## src/common/dec_exec_pkg.sv

```systemverilog
// Package: constants for the decrement instruction execution block
package dec_exec_pkg;
  localparam int DATA_W = 8;
  localparam int ADDR_W = 7;
  localparam int INSN_W = 14;
  localparam int OPC_W = 6;
  // Instruction field positions
  localparam int OPC_HI = 13;
  localparam int OPC_LO = 8;
  localparam int DEST_BIT = 7;
  localparam int ADDR_HI = 6;
  // Top bits 00, opcode 0011
  localparam logic [5:0] DEC_OPC = 6'h03;
  // Skip variant, top bits 00, opcode 1011
  localparam logic [5:0] DECSZ_OPC = 6'h0B;
  // Destination select codes
  localparam logic DEST_W = 1'h0;
  localparam logic DEST_F = 1'h1;
  // Reset values and arithmetic constants
  localparam logic [7:0] W_RST = 8'h00;
  localparam logic [7:0] ONE = 8'h01;
  localparam logic [7:0] ZERO = 8'h00;
  // Phase generator: four phases of one core clock each
  localparam int PHASE_DIV = 1;
  typedef enum logic [1:0] {PH_Q1, PH_Q2, PH_Q3, PH_Q4} phase_t;
endpackage

```

## src/hdl/phase_gen.sv

```systemverilog
// Four-phase instruction cycle sequencer
`timescale 1ns/1ps
module phase_gen
  import dec_exec_pkg::*;
(
  input wire logic core_clk_i,
  input wire logic srst_i,
  output dec_exec_pkg::phase_t phase_o
);
  // -------------------------------
  // Phase counter
  // -------------------------------
  always_ff @(posedge core_clk_i) begin
    if (srst_i) begin
      phase_o <= PH_Q1;
    end else begin
      case (phase_o)
        PH_Q1: phase_o <= PH_Q2;
        PH_Q2: phase_o <= PH_Q3;
        PH_Q3: phase_o <= PH_Q4;
        default: phase_o <= PH_Q1;
      endcase
    end
  end
endmodule

```

## src/hdl/decrement_instruction_exec.sv

```systemverilog
// Decrement and decrement-skip-if-zero execution datapath
// Behaviour
// - Operands: 7-bit file address 0..127 and 1-bit destination select.
// - Result is file content minus one; decrement changes only the zero flag, the skip variant no flag.
// - Decrement decoded from 14-bit word 00 0011 d fffffff.
// - Destination 0 writes working register; 1 writes file register back.
// - One program word, completes in one instruction cycle.
// - Q1 decode, Q2 read, Q3 process, Q4 write; skip adds NOP cycle.
`timescale 1ns/1ps
module decrement_instruction_exec
  import dec_exec_pkg::*;
(
  input wire logic core_clk_i,
  input wire logic srst_i,
  input wire logic [dec_exec_pkg::INSN_W-1:0] insn_i,
  input wire logic [dec_exec_pkg::DATA_W-1:0] rf_rdata_i,
  input wire logic zero_flag_i,
  output logic [dec_exec_pkg::ADDR_W-1:0] rf_addr_o,
  output logic rf_re_o,
  output logic [dec_exec_pkg::DATA_W-1:0] rf_wdata_o,
  output logic rf_we_o,
  output logic [dec_exec_pkg::DATA_W-1:0] wreg_o,
  output logic zero_flag_o,
  output logic zero_we_o,
  output logic skip_o,
  output logic pc_inc_o,
  output logic [1:0] phase_o,
  output logic busy_o
);
  import dec_exec_pkg::*;

  // -------------------------------
  // Phase sequencing
  // -------------------------------
  phase_t phase;

  phase_gen u_phase (
    .core_clk_i(core_clk_i),
    .srst_i(srst_i),
    .phase_o(phase)
  );

  logic [OPC_W-1:0] opc_q;
  logic dest_q;
  logic is_dec_q;
  logic is_skip_q;
  logic [DATA_W-1:0] opnd_q;
  logic [DATA_W-1:0] res_q;
  logic nop_cycle_q;
  logic res_zero;
  logic [ADDR_W-1:0] insn_addr;

  assign res_zero = (res_q == ZERO);
  assign insn_addr = insn_i[ADDR_HI:0];

  // -------------------------------
  // Decode in Q1
  // -------------------------------
  always_ff @(posedge core_clk_i) begin
    if (srst_i) begin
      opc_q <= 6'h00;
      dest_q <= DEST_W;
      is_dec_q <= 1'b0;
      is_skip_q <= 1'b0;
      rf_addr_o <= 7'h00;
    end else if (phase == PH_Q1) begin
      opc_q <= insn_i[OPC_HI:OPC_LO];
      dest_q <= insn_i[DEST_BIT];
      rf_addr_o <= insn_addr;
      // Second cycle of a skip executes nothing at all
      is_dec_q <= !nop_cycle_q
        && insn_i[OPC_HI:OPC_LO] == DEC_OPC;
      is_skip_q <= !nop_cycle_q
        && insn_i[OPC_HI:OPC_LO] == DECSZ_OPC;
    end
  end

  // -------------------------------
  // Read in Q2, process in Q3
  // -------------------------------
  always_ff @(posedge core_clk_i) begin
    if (srst_i) begin
      rf_re_o <= 1'b0;
      opnd_q <= ZERO;
      res_q <= ZERO;
    end else begin
      // Strobe on every live Q1, not gated by decode; a file with
      // read side effects needs its own gating
      rf_re_o <= (phase == PH_Q1) && !nop_cycle_q;
      if (phase == PH_Q2) begin
        opnd_q <= rf_rdata_i;
      end
      if (phase == PH_Q3) begin
        res_q <= opnd_q - ONE;
      end
    end
  end

  // -------------------------------
  // Write back in Q4
  // -------------------------------
  always_ff @(posedge core_clk_i) begin
    if (srst_i) begin
      rf_we_o <= 1'b0;
      rf_wdata_o <= ZERO;
      wreg_o <= W_RST;
      zero_flag_o <= 1'b0;
      zero_we_o <= 1'b0;
    end else begin
      rf_we_o <= 1'b0;
      zero_we_o <= 1'b0;
      zero_flag_o <= zero_flag_i;
      if (phase == PH_Q4 && (is_dec_q || is_skip_q)) begin
        rf_wdata_o <= res_q;
        if (dest_q == DEST_W) begin
          wreg_o <= res_q;
        end else begin
          rf_we_o <= 1'b1;
        end
        // Skip variant leaves status alone; it writes the result and may skip
        if (is_dec_q) begin
          zero_flag_o <= res_zero;
          zero_we_o <= 1'b1;
        end
      end
    end
  end

  // -------------------------------
  // Skip and program counter
  // -------------------------------
  always_ff @(posedge core_clk_i) begin
    if (srst_i) begin
      nop_cycle_q <= 1'b0;
      skip_o <= 1'b0;
      pc_inc_o <= 1'b0;
    end else begin
      skip_o <= 1'b0;
      pc_inc_o <= (phase == PH_Q4);
      if (phase == PH_Q4) begin
        nop_cycle_q <= is_skip_q && res_zero;
        skip_o <= is_skip_q && res_zero;
      end
    end
  end

  always_ff @(posedge core_clk_i) begin
    if (srst_i) begin
      phase_o <= 2'h0;
      busy_o <= 1'b0;
    end else begin
      phase_o <= phase;
      busy_o <= nop_cycle_q;
    end
  end
endmodule

```

## config.mk

```make
export PLATFORM = sky130hd
export DESIGN_NAME = decrement_instruction_exec
export DESIGN_NICKNAME = d
export VERILOG_FILES = /design/src/common/dec_exec_pkg.sv /design/src/hdl/phase_gen.sv /design/src/hdl/decrement_instruction_exec.sv
export SDC_FILE = /design/constraint.sdc
export NUM_CORES = 1
export LEC_CHECK = 0
export BUFFER_PORTS_ARGS = -buffer_cell sky130_fd_sc_hd__buf_2
export CAP_MARGIN = 30
export CELL_PAD_IN_SITES_DETAIL_PLACEMENT = 0
export CELL_PAD_IN_SITES_GLOBAL_PLACEMENT = 1
export CORE_MARGIN = 4
export CORE_UTILIZATION = 41
export DETAILED_ROUTE_END_ITERATION = 8
export PLACE_DENSITY = 0.91
export SETUP_SLACK_MARGIN = 0.05
export SLEW_MARGIN = 10
export SYNTH_ARGS = -nofsm -noshare
export SYNTH_HDL_FRONTEND = slang
export SYNTH_SLANG_ARGS = --single-unit
```

## constraint.sdc

```tcl
create_clock -name core_clk_i -period 2.8 [get_ports core_clk_i]
set_input_delay 0.84 -clock core_clk_i [delete_from_list [all_inputs] [get_ports core_clk_i]]
set_output_delay 0.84 -clock core_clk_i [all_outputs]
set_load 0.02 [all_outputs]
```

==> impl_metrics.json <==
{
  "ys_types": 32,
  "drc": 0,
  "drive_gt1_share_pct": 24.18,
  "cap_violations": 0,
  "tightest_slew_ns": 0.9450,
  "fill_cells": 497,
  "clockRootBuffer": "clkbuf_8",
  "synth.avg_cell_area_um2": 9.236,
  "holdCritPathClass": "reg2reg",
  "synthesis.area_mm2": 0.002032,
  "endpoint_kind": "output pin",
  "ys_ff_latch": 54,
  "post-place-ws_ns": 1.028,
  "p_leak_nw": 1.058,
  "grt_use_total_pct": 13.95,
  "drt_pre_antenna_iters": 5,
  "clk_pin_slew_ns": 0.09,
  "cp_data_required_time_ns": 1.96,
  "critical_path_class": "reg2out",
  "post-route-period-util_pct": 59.68,
  "rsz0062_at_grt": "false",
  "cp_data_arrival_time_ns": 0.83,
  "cts_buffers": 5,
  "ant_nets": 0,
  "endpoint": "wreg_o[4]",
  "antenna_found_initial": 0,
  "numClockSinks": 54,
  "holdBufCountCts": 0,
  "synth-edff-count": 0,
  "cp_num_buf_inv": 1,
  "drt-initial-drc-count": 115,
  "rows": 25,
  "mostFrequentLayoutCell": "buf_2",
  "max_stage_delay_ns": 0.35,
  "rr_endpoint": "res_q[6]",
  "fp.dieW_um": 78.40,
  "relSlewSlack_pct": 36.58,
  "cts_tree": "built",
  "cts_max_level": 2,
  "finalSetupTns_ns": 0,
  "cts_setup_buffers": 0,
  "power.density_mw_per_mm2": 747.8,
  "initial_utilization_pct": 42.74,
  "setup_viol": 0,
  "drt_wl_total_um": 4104,
  "via_count": 1664,
  "fmax_mhz": 598.4,
  "grt_max_degree": 36,
  "place.gp.congestion": 0.7507,
  "antenna_cells": 0,
  "io_buffer_count": 56,
  "crit_fanout": 2,
  "period_needed_ns": 1.671,
  "grt_overflow_total": 0,
  "yosysSeqAreaShare_pct": 53.20,
  "die-area_mm2": 0.006147,
  "nets": 302,
  "regToRegSetupSlack_ns": 1.22,
  "maxSlewViolCount": 0,
  "final_cell_mix": "buf_2, dfxtp_1, nor2_1, a21oi_1, nand2_1",
  "skew_ns": 0.01134,
  "wl_per_cell_um": 12.07,
  "slowest_stage": "dfxtp_1",
  "area_delta_synth_final_pct": 20.44,
  "grt_pass1_vias": 1550,
  "async_flop_share_pct": 0,
  "grt_first_pass_wirelength_um": 6844,
  "timing.final.ws_setup_ns": 1.129,
  "hpwl_um": 2940,
  "cp_cell_sequence": "buf_2",
  "start_kind": "register",
  "reg2reg_depth": 3,
  "viasPerCell": 4.894,
  "clk_latency_ns": 0.31,
  "critPathLaunch": "wreg_o[4]",
  "clk_path_buf_depth": 2,
  "die_h_um": 78.40,
  "synth-main-ff-cell": "dfxtp_1",
  "vdd_drop_max_mv": 0.4111,
  "hold_viol": 0,
  "r2r_start": "opnd_q[2]",
  "synthCells": 220,
  "run_status": "complete, no violations",
  "cts_resized": 0,
  "cp.depth": 1,
  "cp_top_family": "flip-flops",
  "ys_warn_count": 0,
  "core_area_mm2": 0.004755,
  "io_pins": 57,
  "syn_nets": 250
}
==> registers in the layout, summed over array words and instances, names as in the netlist <==
| register | cells |
|---|---|
| u_phase.phase_o | 2 |
| is_skip_q | 1 |
| rf_wdata_o | 8 |
| rf_we_o | 1 |
| phase_o | 2 |
| rf_re_o | 1 |
| skip_o | 1 |
| opnd_q | 8 |
| dest_q | 1 |
| nop_cycle_q | 1 |
| busy_o | 1 |
| zero_flag_o | 1 |
| res_q | 8 |
| is_dec_q | 1 |
| rf_addr_o | 7 |
| wreg_o | 8 |
| pc_inc_o | 1 |
| zero_we_o | 1 |
==> worst register-to-register path, cell delays in order (launching register included) <==
cell,delay (ns)
dfxtp_1,0.38
or4_1,0.55
or3_1,0.32
a311oi_1,0.25
==> cells by family after synthesis <==
family | share of synthesized area, %
AO/OA/AOI/OAI | 11.64
adder cells (fa/ha/maj) | 3.079
buffers and inverters | 3.571
AND/OR/NAND/NOR | 19.77
multiplexers | 7.882
flip-flops | 53.20
XOR/XNOR | 0.8622
==> where the power goes <==
group	internal (W)	leakage (nW)	switching, W
Clock	0.000177	0.0452	0.000243
Sequential	0.000858	0.440	0.0000849
Combinational	0.000212	0.572	0.000255
Total	0.00125	1.06	0.000583
==> synthesized netlist by cell type, drive strengths merged, types with 2 or more instances <==
| master | count | share of area [%] |
|---|---|---|
| a311oi | 3 | 1.3 |
| nor2b | 3 | 0.92 |
| nor2 | 30 | 5.5 |
| ha | 5 | 3.1 |
| nand2b | 4 | 1.2 |
| buf | 3 | 0.62 |
| a211oi | 4 | 1.5 |
| xnor2 | 2 | 0.86 |
| nand3 | 8 | 2.0 |
| and4 | 2 | 0.86 |
| nor4 | 4 | 1.2 |
| mux2i | 16 | 7.9 |
| nand4 | 3 | 0.92 |
| o21ai | 12 | 3.0 |
| inv | 5 | 0.92 |
| nor3b | 2 | 0.74 |
| a21oi | 21 | 5.2 |
| dfxtp | 54 | 53 |
| clkbuf | 10 | 1.8 |
| or4 | 2 | 0.92 |
| nand2 | 18 | 3.3 |
| or3 | 2 | 0.62 |
==> worst min-delay path by stage <==
| stage | startpoint | end | slack [ns] | cells after the start |
|---|---|---|---|---|
| floorplan | nop_cycle_q | rf_re_o | 0.44 | 1 |
| detailed placement | rf_wdata_o[7] | rf_wdata_o[7] | 0.45 | 2 |
| CTS | rf_wdata_o[7] | rf_wdata_o[7] | 0.46 | 2 |
| global route | rf_wdata_o[4] | rf_wdata_o[4] | 0.47 | 2 |
| global placement | rf_wdata_o[0] | rf_wdata_o[0] | 0.45 | 2 |
| finish | rf_wdata_o[7] | rf_wdata_o[7] | 0.46 | 2 |
==> routing by layer <==
layer  global-route usage (%)  wire length [um]  up-vias
met2                    22.26              1809       46
met4                    7.343                71        0
met1                    17.20              1949      748
li1                         -                 -      864
met3                    3.670               274        6
met5                        0                 0        -
==> metrics by stage <==
stage / hold slack (ns) / instance area [um2] / power (W) / std cells / utilization (%)
after global placement: 0.4530 / 2361 / 0.001420 / 332 / 49.66
after CTS: 0.4592 / 2447 / 0.001852 / 340 / 51.47
after floorplan: 0.4371 / 2032 / 0.001301 / 220 / -
after global routing: 0.4745 / 2447 / 0.001952 / 340 / 51.47
after detailed placement: 0.4459 / 2361 / 0.001431 / 332 / 49.66
final: 0.4558 / 2447 / 0.001830 / 340 / 51.47
==> layout make-up <==
type / instances / area [um2] / area share [%]
clock buffer: 6 / 72.57 / 2.965
clock inverter: 2 / 13.76 / 0.5624
inverter: 6 / 22.52 / 0.9202
multi-input combinational: 147 / 878.3 / 35.89
sequential: 54 / 1081 / 44.17
tap: 67 / 83.83 / 3.425
timing repair buffer: 58 / 295.3 / 12.07
Power figures use the tool's default switching activity.
